[config.mk]
export PLATFORM = sky130hd
export DESIGN_NAME = tps_top
export DESIGN_NICKNAME = d
export VERILOG_FILES = /design/src/tps_pkg.sv /design/src/tps_top.sv /design/src/tps_fall.sv
export SDC_FILE = /design/constraint.sdc
export NUM_CORES = 1
export LEC_CHECK = 0
export BUFFER_PORTS_ARGS = -buffer_cell sky130_fd_sc_hd__buf_2
export CAP_MARGIN = 30
export CORE_MARGIN = 3
export CORE_UTILIZATION = 35
export CTS_BUF_LIST = sky130_fd_sc_hd__clkbuf_16
export CTS_CLUSTER_DIAMETER = 40
export DETAILED_ROUTE_END_ITERATION = 10
export SETUP_SLACK_MARGIN = 0.02
export SLEW_MARGIN = 40
export SYNTH_ARGS = -nofsm -noshare
export SYNTH_HDL_FRONTEND = slang
export SYNTH_SLANG_ARGS = --single-unit
[constraint.sdc]
create_clock -name pclk -period 8.77 [get_ports pclk]
set_input_delay 0.877 -clock pclk [delete_from_list [all_inputs] [get_ports pclk]]
set_output_delay 0.877 -clock pclk [all_outputs]
set_load 0.03 [all_outputs]
[src/tps_pkg.sv]
package tps_pkg;

  // ****************************************
  // register map (byte addresses, one word each)
  // ****************************************
  localparam logic [7:0] OFS_CTRL   = 8'h00;
  localparam logic [7:0] OFS_ARM    = 8'h04;
  localparam logic [7:0] OFS_SCAN   = 8'h08;
  localparam logic [7:0] OFS_MEAS   = 8'h0C;
  localparam logic [7:0] OFS_DELAY  = 8'h10;
  localparam logic [7:0] OFS_TIMER  = 8'h14;
  localparam logic [7:0] OFS_COUNT  = 8'h18;
  localparam logic [7:0] OFS_STATUS = 8'h1C;

  // ****************************************
  // field positions
  // ****************************************
  localparam int CTRL_HALT_BIT = 0;
  localparam int CTRL_KEY_BIT  = 1;
  localparam int CFG_W         = 11;
  localparam int CNT_W         = 10;
  localparam int CNT_SCAN_LSB  = 10;
  localparam int CNT_ARM_LSB   = 20;
  localparam int STAT_ERR_BIT  = 3;
  localparam int NLINES        = 6;

  // ****************************************
  // encodings
  // ****************************************
  localparam logic [2:0] SRC_IMM   = 3'h0;
  localparam logic [2:0] SRC_EXT   = 3'h1;
  localparam logic [2:0] SRC_MAN   = 3'h2;
  localparam logic [2:0] SRC_BUS   = 3'h3;
  localparam logic [2:0] SRC_TIMER = 3'h4;
  localparam logic [2:0] SRC_HOLD  = 3'h5;
  localparam logic       MODE_ASYNC = 1'b0;
  localparam logic [2:0] LINE_MAX   = 3'h5;

  // ****************************************
  // reset values
  // ****************************************
  localparam logic [15:0] DELAY_RST = 16'h0000;
  localparam logic [15:0] TIMER_RST = 16'h0000;
  localparam logic [29:0] COUNT_RST = 30'h00100000;

  // ****************************************
  // timing
  // ****************************************
  localparam int CLK_NS     = 50;
  localparam int SETTLE_NS  = 1000;
  localparam int PULSE_NS   = 10000;
  localparam logic [7:0] SETTLE_CYC = 8'((SETTLE_NS + CLK_NS - 1) / CLK_NS);
  localparam logic [7:0] PULSE_CYC  = 8'((PULSE_NS + CLK_NS - 1) / CLK_NS);

  typedef enum logic [2:0] {
    ST_IDLE   = 3'h0,
    ST_ARM    = 3'h1,
    ST_SCAN   = 3'h2,
    ST_MEAS   = 3'h3,
    ST_SETTLE = 3'h4
  } tps_state_t;

  typedef struct packed {
    logic [2:0] src;
    logic       byp;
    logic       mode;
    logic [2:0] inl;
    logic [2:0] outl;
  } tps_lcfg_t;

endpackage

[src/tps_top.sv]
`timescale 1ns/1ns
// Notes on behaviour
// - halt command disarms, goes idle, all layers inactive until re-armed
// - front-panel trigger while idle re-arms the sequencer
// - external input triggers on falling edge; driver must send falling-edge pulse
// - external edges advance a layer only when its source is external
// - after settling plus user delay emit a completion pulse per measurement except with hold source
// - scan bypass with external source pulses on each scan return path
// - arm bypass with external source pulses on each arm return path
// - six independent bus lines, each selectable as input or output
// - bus input triggers drive measurements only with measure source bus
// - asynchronous mode uses separate lines, semi-synchronous one shared line
// - asynchronous bus pulses have the same form as jack pulses
// - async measure needs bus source, async mode, one input and output line
// - configuration rejecting same line for input and output in async mode
// - each bus input starts a measurement; completion pulse on chosen output line
// - scan and arm may use bus with own lines, duplicates allowed
// - bypass skips waiting for a layer's event on first pass only
// - immediate source passes through a layer without waiting
// - hold source stays in a layer until another source chosen
module tps_top import tps_pkg::*; (
  // apb
  input  wire logic        pclk,
  input  wire logic        presetn,
  input  wire logic        psel,
  input  wire logic        penable,
  input  wire logic        pwrite,
  input  wire logic [7:0]  paddr,
  input  wire logic [31:0] pwdata,
  output logic      [31:0] prdata,
  output logic             pready,
  output logic             pslverr,
  // external jacks
  input  wire logic        ext_trig_n,
  output logic             meter_done_n,
  // trigger bus
  input  wire logic [5:0]  bus_in,
  output logic      [5:0]  bus_out,
  output logic      [5:0]  bus_oe,
  // measurement engine
  output logic             meas_start,
  output logic             armed
);

  // ****************************************
  // state
  // ****************************************
  typedef struct packed {
    tps_state_t       st;
    tps_lcfg_t        arm;
    tps_lcfg_t        scan;
    tps_lcfg_t        meas;
    logic [15:0]      delay;
    logic [15:0]      tper;
    logic [29:0]      counts;
    logic             err;
    logic             first;
    logic [CNT_W-1:0] arm_cnt;
    logic [CNT_W-1:0] scan_cnt;
    logic [CNT_W-1:0] meas_cnt;
    logic [16:0]      wcnt;
    logic [15:0]      tcnt;
    logic [7:0]       pcnt;
    logic             jack_n;
    logic [5:0]       oe;
    logic             mstart;
    logic [31:0]      rdata;
    logic             rdy;
    logic             serr;
    // registered copies of pin values, so no decode glitch reaches a pin
    logic             live;
    logic [5:0]       bout;
  } tps_st_t;

  tps_st_t    q_r;
  tps_st_t    q_nxt;
  logic [6:0] fall;

  tps_fall #(.W(7)) u_fall (
    .pclk    (pclk),
    .presetn (presetn),
    .pin_n   ({bus_in, ext_trig_n}),
    .fall    (fall)
  );

  // ****************************************
  // helpers
  // ****************************************
  function automatic logic layer_ev(input tps_lcfg_t c, input logic ext, input logic [5:0] bus,
                                    input logic key, input logic tick);
    logic r;
    r = 1'b0;
    unique case (c.src)
      SRC_IMM:   r = 1'b1;
      SRC_EXT:   r = ext | key;
      SRC_MAN:   r = key;
      SRC_BUS:   r = bus[c.inl] | key;
      SRC_TIMER: r = tick | key;
      SRC_HOLD:  r = 1'b0;
      default:   r = 1'b0;
    endcase
    return r;
  endfunction

  // one-hot mask of a layer's output line, zero unless bus source: semi-synchronous shares the input line
  function automatic logic [5:0] out_mask(input tps_lcfg_t c);
    logic [5:0] m;
    m = '0;
    if (c.src == SRC_BUS) begin
      m = (c.mode == MODE_ASYNC) ? 6'(6'h01 << c.outl) : 6'(6'h01 << c.inl);
    end
    return m;
  endfunction

  function automatic logic cfg_ok(input tps_lcfg_t c);
    return (c.inl <= LINE_MAX) && (c.outl <= LINE_MAX)
           && !(c.mode == MODE_ASYNC && c.inl == c.outl);
  endfunction

  function automatic logic cnt_done(input logic [CNT_W-1:0] cnt, input logic [CNT_W-1:0] lim);
    return (lim != '0) && ((cnt + 1'b1) == lim);
  endfunction

  // ****************************************
  // next state
  // ****************************************
  logic             acc;
  logic             wr;
  logic             key;
  logic             halt;
  logic             tick;
  logic             ev;
  logic             fire_jack;
  logic [5:0]       fire_bus;
  logic [CNT_W-1:0] lim_arm;
  logic [CNT_W-1:0] lim_scan;
  logic [CNT_W-1:0] lim_meas;
  tps_lcfg_t        wcfg;

  always_comb begin
    q_nxt     = q_r;
    acc       = psel & penable;
    wr        = acc & q_r.rdy & pwrite;
    key       = wr && paddr == OFS_CTRL && pwdata[CTRL_KEY_BIT];
    halt      = wr && paddr == OFS_CTRL && pwdata[CTRL_HALT_BIT];
    wcfg      = tps_lcfg_t'(pwdata[CFG_W-1:0]);
    lim_meas  = q_r.counts[CNT_W-1:0];
    lim_scan  = q_r.counts[CNT_SCAN_LSB +: CNT_W];
    lim_arm   = q_r.counts[CNT_ARM_LSB +: CNT_W];
    tick      = (q_r.tper != '0) && (q_r.tcnt == q_r.tper);
    ev        = 1'b0;
    fire_jack = 1'b0;
    fire_bus  = '0;
    q_nxt.mstart = 1'b0;
    // error stands only beside pready; held high it would flag the next good access
    q_nxt.serr   = 1'b0;

    // apb: one wait state, read data prepared before pready rises
    q_nxt.rdy  = acc & ~q_r.rdy;
    if (acc && !q_r.rdy) begin
      q_nxt.serr  = 1'b0;
      q_nxt.rdata = '0;
      unique case (paddr)
        OFS_CTRL:   q_nxt.rdata = '0;
        OFS_ARM:    q_nxt.rdata = 32'(q_r.arm);
        OFS_SCAN:   q_nxt.rdata = 32'(q_r.scan);
        OFS_MEAS:   q_nxt.rdata = 32'(q_r.meas);
        OFS_DELAY:  q_nxt.rdata = 32'(q_r.delay);
        OFS_TIMER:  q_nxt.rdata = 32'(q_r.tper);
        OFS_COUNT:  q_nxt.rdata = 32'(q_r.counts);
        // status: state, sticky error, measure count at zero
        OFS_STATUS: q_nxt.rdata = {16'h0000, 11'h000, q_r.meas_cnt == '0, q_r.err, q_r.st};
        default:    q_nxt.serr  = 1'b1;
      endcase
    end

    // timer runs only while armed
    if (q_r.st == ST_IDLE || tick) begin
      q_nxt.tcnt = '0;
    end else begin
      q_nxt.tcnt = q_r.tcnt + 16'h0001;
    end

    // ****************************************
    // trigger layers
    // ****************************************
    unique case (q_r.st)
      ST_IDLE: begin
        if (key) begin
          q_nxt.st       = ST_ARM;
          q_nxt.first    = 1'b1;
          q_nxt.arm_cnt  = '0;
          q_nxt.scan_cnt = '0;
          q_nxt.meas_cnt = '0;
        end
      end
      ST_ARM: begin
        ev = layer_ev(q_r.arm, fall[0], fall[6:1], key, tick);
        if ((q_r.first && q_r.arm.byp) || ev) begin
          q_nxt.st    = ST_SCAN;
          q_nxt.first = 1'b1;
        end
      end
      ST_SCAN: begin
        ev = layer_ev(q_r.scan, fall[0], fall[6:1], key, tick);
        if ((q_r.first && q_r.scan.byp) || ev) begin
          q_nxt.st    = ST_MEAS;
          q_nxt.first = 1'b1;
        end
      end
      ST_MEAS: begin
        ev = layer_ev(q_r.meas, fall[0], fall[6:1], key, tick);
        if ((q_r.first && q_r.meas.byp) || ev) begin
          q_nxt.st     = ST_SETTLE;
          q_nxt.first  = 1'b0;
          q_nxt.mstart = 1'b1;
          q_nxt.wcnt   = 17'(SETTLE_CYC) + 17'(q_r.delay);
        end
      end
      ST_SETTLE: begin
        if (q_r.wcnt != '0) begin
          q_nxt.wcnt = q_r.wcnt - 17'h00001;
        end else begin
          // settle and delay elapsed: completion pulse
          if (q_r.meas.src == SRC_BUS) begin
            fire_bus = out_mask(q_r.meas);
          end else if (q_r.meas.src != SRC_HOLD) begin
            fire_jack = 1'b1;
          end
          q_nxt.meas_cnt = q_r.meas_cnt + 1'b1;
          q_nxt.st       = ST_MEAS;
          if (cnt_done(q_r.meas_cnt, lim_meas)) begin
            // return path through the scan layer
            q_nxt.meas_cnt = '0;
            q_nxt.scan_cnt = q_r.scan_cnt + 1'b1;
            q_nxt.st       = ST_SCAN;
            if (q_r.scan.byp) begin
              fire_jack = fire_jack | (q_r.scan.src == SRC_EXT);
              fire_bus  = fire_bus | out_mask(q_r.scan);
            end
            if (cnt_done(q_r.scan_cnt, lim_scan)) begin
              // return path through the arm layer
              q_nxt.scan_cnt = '0;
              q_nxt.arm_cnt  = q_r.arm_cnt + 1'b1;
              q_nxt.st       = ST_ARM;
              if (q_r.arm.byp) begin
                fire_jack = fire_jack | (q_r.arm.src == SRC_EXT);
                fire_bus  = fire_bus | out_mask(q_r.arm);
              end
              if (cnt_done(q_r.arm_cnt, lim_arm)) begin
                q_nxt.st = ST_IDLE;
              end
            end
          end
        end
      end
      default: q_nxt.st = ST_IDLE;
    endcase

    if (halt) begin
      q_nxt.st     = ST_IDLE;
      q_nxt.first  = 1'b0;
      q_nxt.mstart = 1'b0;
    end

    // ****************************************
    // output pulses
    // ****************************************
    // shared width counter; a new pulse restarts it, so close pulses merge
    if (q_r.pcnt != '0) begin
      q_nxt.pcnt = q_r.pcnt - 8'h01;
    end else begin
      q_nxt.jack_n = 1'b1;
      q_nxt.oe     = '0;
    end
    if (fire_jack || fire_bus != '0) begin
      q_nxt.pcnt   = PULSE_CYC - 8'h01;
      q_nxt.jack_n = q_nxt.jack_n & ~fire_jack;
      q_nxt.oe     = q_nxt.oe | fire_bus;
    end

    // ****************************************
    // register writes
    // ****************************************
    if (wr) begin
      unique case (paddr)
        OFS_ARM: begin
          if (cfg_ok(wcfg)) q_nxt.arm = wcfg; else q_nxt.err = 1'b1;
        end
        OFS_SCAN: begin
          if (cfg_ok(wcfg)) q_nxt.scan = wcfg; else q_nxt.err = 1'b1;
        end
        OFS_MEAS: begin
          if (cfg_ok(wcfg)) q_nxt.meas = wcfg; else q_nxt.err = 1'b1;
        end
        OFS_DELAY:  q_nxt.delay  = pwdata[15:0];
        OFS_TIMER:  q_nxt.tper   = pwdata[15:0];
        OFS_COUNT:  q_nxt.counts = pwdata[29:0];
        OFS_STATUS: begin
          // writing one to the error bit clears the sticky flag
          if (pwdata[STAT_ERR_BIT]) q_nxt.err = 1'b0;
        end
        default: q_nxt.err = q_nxt.err;
      endcase
    end

    // ****************************************
    // pin copies
    // ****************************************
    q_nxt.live = (q_nxt.st != ST_IDLE);
    q_nxt.bout = ~q_nxt.oe;
  end

  // ****************************************
  // registers
  // ****************************************
  always_ff @(posedge pclk or negedge presetn) begin
    if (!presetn) begin
      q_r        <= '0;
      q_r.st     <= ST_IDLE;
      q_r.delay  <= DELAY_RST;
      q_r.tper   <= TIMER_RST;
      q_r.counts <= COUNT_RST;
      q_r.jack_n <= 1'b1;
      q_r.bout   <= '1;
    end else begin
      q_r <= q_nxt;
    end
  end

  assign prdata       = q_r.rdata;
  assign pready       = q_r.rdy;
  assign pslverr      = q_r.serr;
  assign meter_done_n = q_r.jack_n;
  assign bus_oe       = q_r.oe;
  assign bus_out      = q_r.bout;
  assign meas_start   = q_r.mstart;
  assign armed        = q_r.live;

endmodule // tps_top

[src/tps_fall.sv]
`timescale 1ns/1ns
module tps_fall import tps_pkg::*; #(
  parameter int W = 7
) (
  // clock and reset
  input  wire logic         pclk,
  input  wire logic         presetn,
  // pins and events
  input  wire logic [W-1:0] pin_n,
  output logic      [W-1:0] fall
);

  typedef struct packed {
    logic [W-1:0] s1;
    logic [W-1:0] s2;
    logic [W-1:0] s3;
  } tps_fall_st_t;

  tps_fall_st_t q_r;
  tps_fall_st_t q_nxt;

  always_comb begin
    q_nxt    = q_r;
    q_nxt.s1 = pin_n;
    q_nxt.s2 = q_r.s1;
    q_nxt.s3 = q_r.s2;
  end

  always_ff @(posedge pclk or negedge presetn) begin
    if (!presetn) begin
      q_r <= '1;
    end else begin
      q_r <= q_nxt;
    end
  end

  // one cycle per high-to-low transition, idle lines rest high
  assign fall = q_r.s3 & ~q_r.s2;

endmodule // tps_fall

=== Yosys cells after proc, flatten, opt, wreduce, memory -nomap -nowiden ===
Index checks and enable logic that the tools add are counted.

* Output and inout bits: 49
* Input port bits: 52
* Memory bits (writable): 0
* ROM bits: 0
* Word-level logic and storage cells: 259
* Bits in latches: 0
* Register bits: 241
* Memories kept: 0

* Bitwise logic cells: 21
* Shifts and indexed selects: 6
* $mul: 0
* Divide/modulo/power cells: 0
* $add $sub $neg: 7
* $lt $le $gt $ge: 5
* Reduce and logical (&&, ||, !) cells: 54
* Muxes and demuxes: 87
* Equality and inequality tests: 41

{| class="wikitable"
|+ Operators by type and width
! cell !! number
|-
| $pmux 30 s7 || 1
|-
| $mux 6 || 26
|-
| $mux 30 || 2
|-
| $pmux 30 s2 || 1
|-
| $shl 1x3->6 const A || 6
|-
| $mux 17 || 2
|-
| $pmux 17 s2 || 1
|-
| $eq 8x5->1 const B || 4
|-
| $mux 1 || 31
|-
| $mux 31 || 1
|-
| $add 10x1->10 const B || 3
|-
| $eq 10x10->1 || 3
|-
| $reduce_bool 10->1 || 3
|-
| $eq 3x2->1 const B || 8
|-
| $mux 3 || 8
|-
| $mux 20 || 1
|-
| $or 6x6->6 || 3
|-
| $add 5x16->17 const A || 1
|-
| $reduce_bool 17->1 || 1
|-
| $sub 17x1->17 const B || 1
|-
| $add 16x1->16 const B || 1
|-
| $eq 16x16->1 || 1
|-
| $eq 8x4->1 const B || 2
|-
| $mux 16 || 1
|-
| other kinds (41) || 109
|}

=== Logic depth before layout (Yosys ltp) ===
* Word-level depth: 22
* Gate-level depth with buffers: 11
* Depth with buffers taken out: 10

=== Cells and area by module ===
From an unflattened synthesis, not the netlist that was laid out.

* Cells, all modules: 1338
* Area total of the unflattened synthesis: 13402.9 µm²

{| class="wikitable"
|+ By module, submodules not included
! module !! instances !! area an instance (µm²) !! cells an instance !! sequential area each (µm²)
|-
| tps_top || 1 || 12754.7 || 1310 || 5465.2
|-
| tps_fall || 1 || 648.1 || 28 || 551.8
|}

=== Worst setup path before layout ===
No wires, ideal clock.

* Path kind: register to register
* From: register q_r[92] in the netlist's numbering
* To: register q_r[114] in the netlist's numbering
* Data arrival time: 2.904 ns
* Setup slack: 5.742 ns
* Data required time: 8.646 ns
* Setup time: 0.124 ns
* Cell stages (with the launch flop): 10
* Buffers on the path: 1
* Clock period less this slack: 3.028 ns
* Path through: dfrtp_1 -> clkbuf_1 -> nand4_1 -> or4_1 -> xnor2_1 -> or4_1 -> nor2_2 -> a21oi_1 -> or2_0 -> a211o_1

* Cells in the longest elaborated chain, start to end: 5

{| class="wikitable"
|+ Ends and longest elaborated chain
! what !! line !! source
|-
| from (decl) || tps_top.sv:75 || <nowiki>tps_st_t q_r;</nowiki>
|-
| from (signal assigned) || tps_top.sv:327 || <nowiki>q_r <= q_nxt;</nowiki>
|-
| $add 10x1->10 || tps_top.sv:121 || <nowiki>return (lim != '0) && ((cnt + 1'b1) == lim);</nowiki>
|-
| $eq 10x10->1 || tps_top.sv:121 ||
|-
| $logic_and 1x1->1 || tps_top.sv:121 ||
|-
| $ne 2x2->1 (no source line) || -- ||
|-
| $reduce_and 5->1 (no source line) || -- ||
|}

No other way between the ends.
A chain may end at the register's enable or synchronous reset.

=== Worst setup path after layout ===
* From: register q_r[92] in the netlist's numbering
* To: register q_r[118] in the netlist's numbering

The elaborated chain is that of the path after synthesis.

==> results.md <==
* DRC at 0
* Worst rel slew slack at between 30 and 40%
* Ys async rst share at 100%
* Crit share post-route at 39.2%
* Crit path launch type: register
* Worst Path Required at 9180 ps
* Mapped cell area at between 0.01 and 0.015 mm²
* Power density cells at 243 mW/mm²
* Hold Fails Final Rpt at 0
* Non-Filler Instances at 1837
* # IOs at 101
* Vias per cell at roughly 5.6
* Ys Warns at 0
* Final instance area at 0.0150 mm²
* Initial antenna violation count at 3
* All-layer global routing usage at 18.8%
* Primary FF master, synth: dfrtp_1
* Proportion of layout cells with a drive suffix above 1 at 24.5%
* Arrival @ worst endpoint at roughly 3900 ps
* Die Footprint at 0.0395 mm²
* Worst vdd ir at 0.000136 V
* Tightest hold margin at 312 ps
* Initial DRC count at 866
* Int Power at between 2 and 2.5 mW
* CTS Hold Bufs at 0
* Gr ovfl total at 0
* Count of different cell masters after synthesis at between 80 and 90
* Final core utilization at 41.6%
* Vias in the first global route at around 10000
* I/O Buffers at 96
* Initial Util at 36.0%
* FMAX at slightly below 0.3 GHz
* Pleak at 6.79 nW
* Placed inst area at 0.0137 mm²
* Outcome: finished, final reports clean
* HPWL Detailed at 26700 µm
* Hold Path Class: in -> async
* Worst Setup Path Type: reg -> reg
* Row Count at 69
* Clk sinks at ~240
* Routed Antenna Nets at 0
* Maximum clock insertion buffer count at 3
* Slew Viols, Final at 0
* Final Critical Period at roughly 3400 ps
* Drt total wl at 37200 µm
* Worst Tran Pin Value at 994 ps
* Pre-CTS WS at just under 5000 ps
* WL per Instance at 20.3 µm
* Synth Register Bits at 239
* Sequential share of power at 36.8%
* Combinational share of power at between 20% and 30%
* Placer Congestion at 0.998
* TritonCTS clock tree: done
* Setup TNS at 0 ps
* Num CTS Buffers at 38
* Core area at 0.0361 mm²
* Avg Inst Size Synth at 10.0 µm²
* Final Net Count at 1406
* Switching Share at about a third
* First-pass GRT wire length at just under 60000 µm
* Root Driver: clkbuf_16
* Clk network pwr share at between 40 and 50%
* Post-synth EDFFs at 0
* Die Y at approximately 200 µm
* DR pass1 iterations at 7
* Die Width at 199 µm
* Post-CTS Repair Setup Buffers at 0
* Type of destination of the critical path: register
* Syn-to-layout area delta at 15.6%
* Worst-path fanout max at 9
* Design Power at approximately 3.6 mW
* Placed insts at 1766
* Worst-path clk slew at 50 ps
* Via Count at between 10000 and 15000
* Seq/Total Area, Yosys at 46.3%
* Syn Inst Count at 1300
* Final setup viols at 0
* Largest net degree at the start of global routing at 79
* Clk_lat worst skew at 530 ps
* Gates resized, CTS repair at 0
* Worst Clk Skew at 17.1 ps
* RSZ-0062 raised after global routing: no
* Final worst slack at 5330 ps
* MaxCap Viol Count at 0
* H-tree Lvls at 2
* Switching power at 1.16 mW
## cells in the final DEF, fill, tap and decap left out, types with 6 or more instances in the layout
cell type	synthesis	final
and2_1	10	10
inv_1	33	34
dfstp_2	29	29
dfrtp_1	210	210
a222oi_1	12	12
o221ai_1	6	6
o21ai_0	83	83
nand2b_1	9	9
or4_1	6	6
o22ai_1	6	6
nand4_1	18	18
a211o_1	6	6
nor3_1	24	22
a31oi_1	18	18
ha_1	9	9
xnor2_1	40	40
o31ai_1	15	15
or3_1	10	10
xor2_1	48	48
a211oi_1	9	9
mux2_2	101	101
mux2i_1	17	17
buf_2	4	96
nand3b_1	10	10
nand3_1	49	49
and3_1	17	17
a21oi_1	39	37
buf_4	46	9
nor2_1	89	87
nor2b_1	11	11
a22oi_1	13	13
nor4_1	27	24
nand2_1	125	125
clkbuf_16	0	39
clkinv_2	0	6
## power by group through the flow
stage | clock [mW] | sequential, mW | combinational [mW]
final | 1.55 | 1.34 | 0.753
after global routing | 1.64 | 1.36 | 0.848
after CTS | 1.59 | 1.34 | 0.750
after detailed placement | 0 | 1.36 | 0.747
after global placement | 0 | 1.35 | 0.717
after floorplan | 0 | 1.31 | 0.568
## cell usage after synthesis (all sizes together), types with 4 or more instances
cell type | n | area, µm²
dfrtp | 210 | 5260
nand2 | 125 | 469
mux2 | 101 | 1140
nor2 | 90 | 340
o21ai | 84 | 420
buf | 53 | 377
nand3 | 52 | 283
clkbuf | 51 | 191
xor2 | 48 | 420
xnor2 | 40 | 350
a21oi | 39 | 195
inv | 35 | 131
dfstp | 29 | 762
nor4 | 28 | 190
nor3 | 25 | 130
a31oi | 18 | 113
nand4 | 18 | 113
and3 | 17 | 106
mux2i | 17 | 170
o31ai | 15 | 113
a22oi | 13 | 97.6
a222oi | 12 | 120
and2 | 11 | 68.8
nor2b | 11 | 68.8
or3 | 11 | 73.8
nand3b | 10 | 75.1
a211oi | 9 | 67.6
ha | 9 | 113
nand2b | 9 | 56.3
a211o | 6 | 52.6
o221ai | 6 | 52.6
o22ai | 6 | 37.5
or4 | 6 | 45.0
a311oi | 5 | 43.8
and4 | 5 | 43.8
nand4b | 5 | 43.8
nor3b | 5 | 37.5
or2 | 5 | 31.3
a21o | 4 | 30.0
a221oi | 4 | 35.0
a2bb2oi | 4 | 35.0
a41oi | 4 | 35.0
o22a | 4 | 35.0
or3b | 4 | 35.0
## per-layer routing
metal / global-route usage [%] / vias to the layer above / wire length [µm]
li1: - / 4800 / -
met1: 25.8 / 5075 / 16600
met2: 29.8 / 372 / 16700
met3: 3.64 / 85 / 2670
met4: 6.22 / 6 / 1130
met5: 0 / - / 48
## worst paths after layout
path                                   from              end  slack [ps]  cells past startpoint
setup / recovery                    q_r[92]         q_r[118]        5330                      8
hold / removal                      presetn       prdata[22]         310                      1
setup reg to reg                    q_r[92]         q_r[118]        5330                      8
hold reg to reg            u_fall.q_nxt[12]  u_fall.q_nxt[5]         350                      0
max in group asynchronous           presetn          q_r[90]        7100                      3
min in group pclk          u_fall.q_nxt[12]  u_fall.q_nxt[5]         350                      0
## cells by family (layout without fill, tap and decap cells)
logic type | Yosys count | after routing | synth area share (%)
AO/OA/AOI/OAI | 263 | 263 | 13.8
XOR/XNOR | 90 | 90 | 6.29
adder cells (fa/ha/maj) | 9 | 9 | 0.867
buffers and inverters | 139 | 213 | 5.38
flip-flops | 239 | 239 | 46.3
multiplexers | 118 | 118 | 10.1
other | 1 | 3 | 0.0289
AND/OR/NAND/NOR | 441 | 441 | 17.3
## registers in the layout, summed over array words and instances (netlist names), 6 cells and up
name,cells
bus_oe,6
bus_out,6
lim_arm,10
lim_meas,10
lim_scan,10
prdata,30
q_r,141
u_fall.q_nxt,14
u_fall.q_r,7
## cell type report
class                      count  area, µm²
antenna                        1       2.50
clock buffer                  39        976
clock inverter                31        359
fill                        3473      21100
inverter                      35        131
multi-input combinational    923       6360
sequential                   239       6020
tap                          461        577
timing repair buffer         108        602
## worst max-delay path, cell delays in order, from the launching register on
cell,delay (ps)
dfrtp_1,500
nand4_1,220
or4_1,630
xnor2_1,180
or4_1,580
nor2_2,230
a21oi_1,200
or2_0,420
a211o_1,340
No activity file was read; power rests on OpenSTA's default activity.
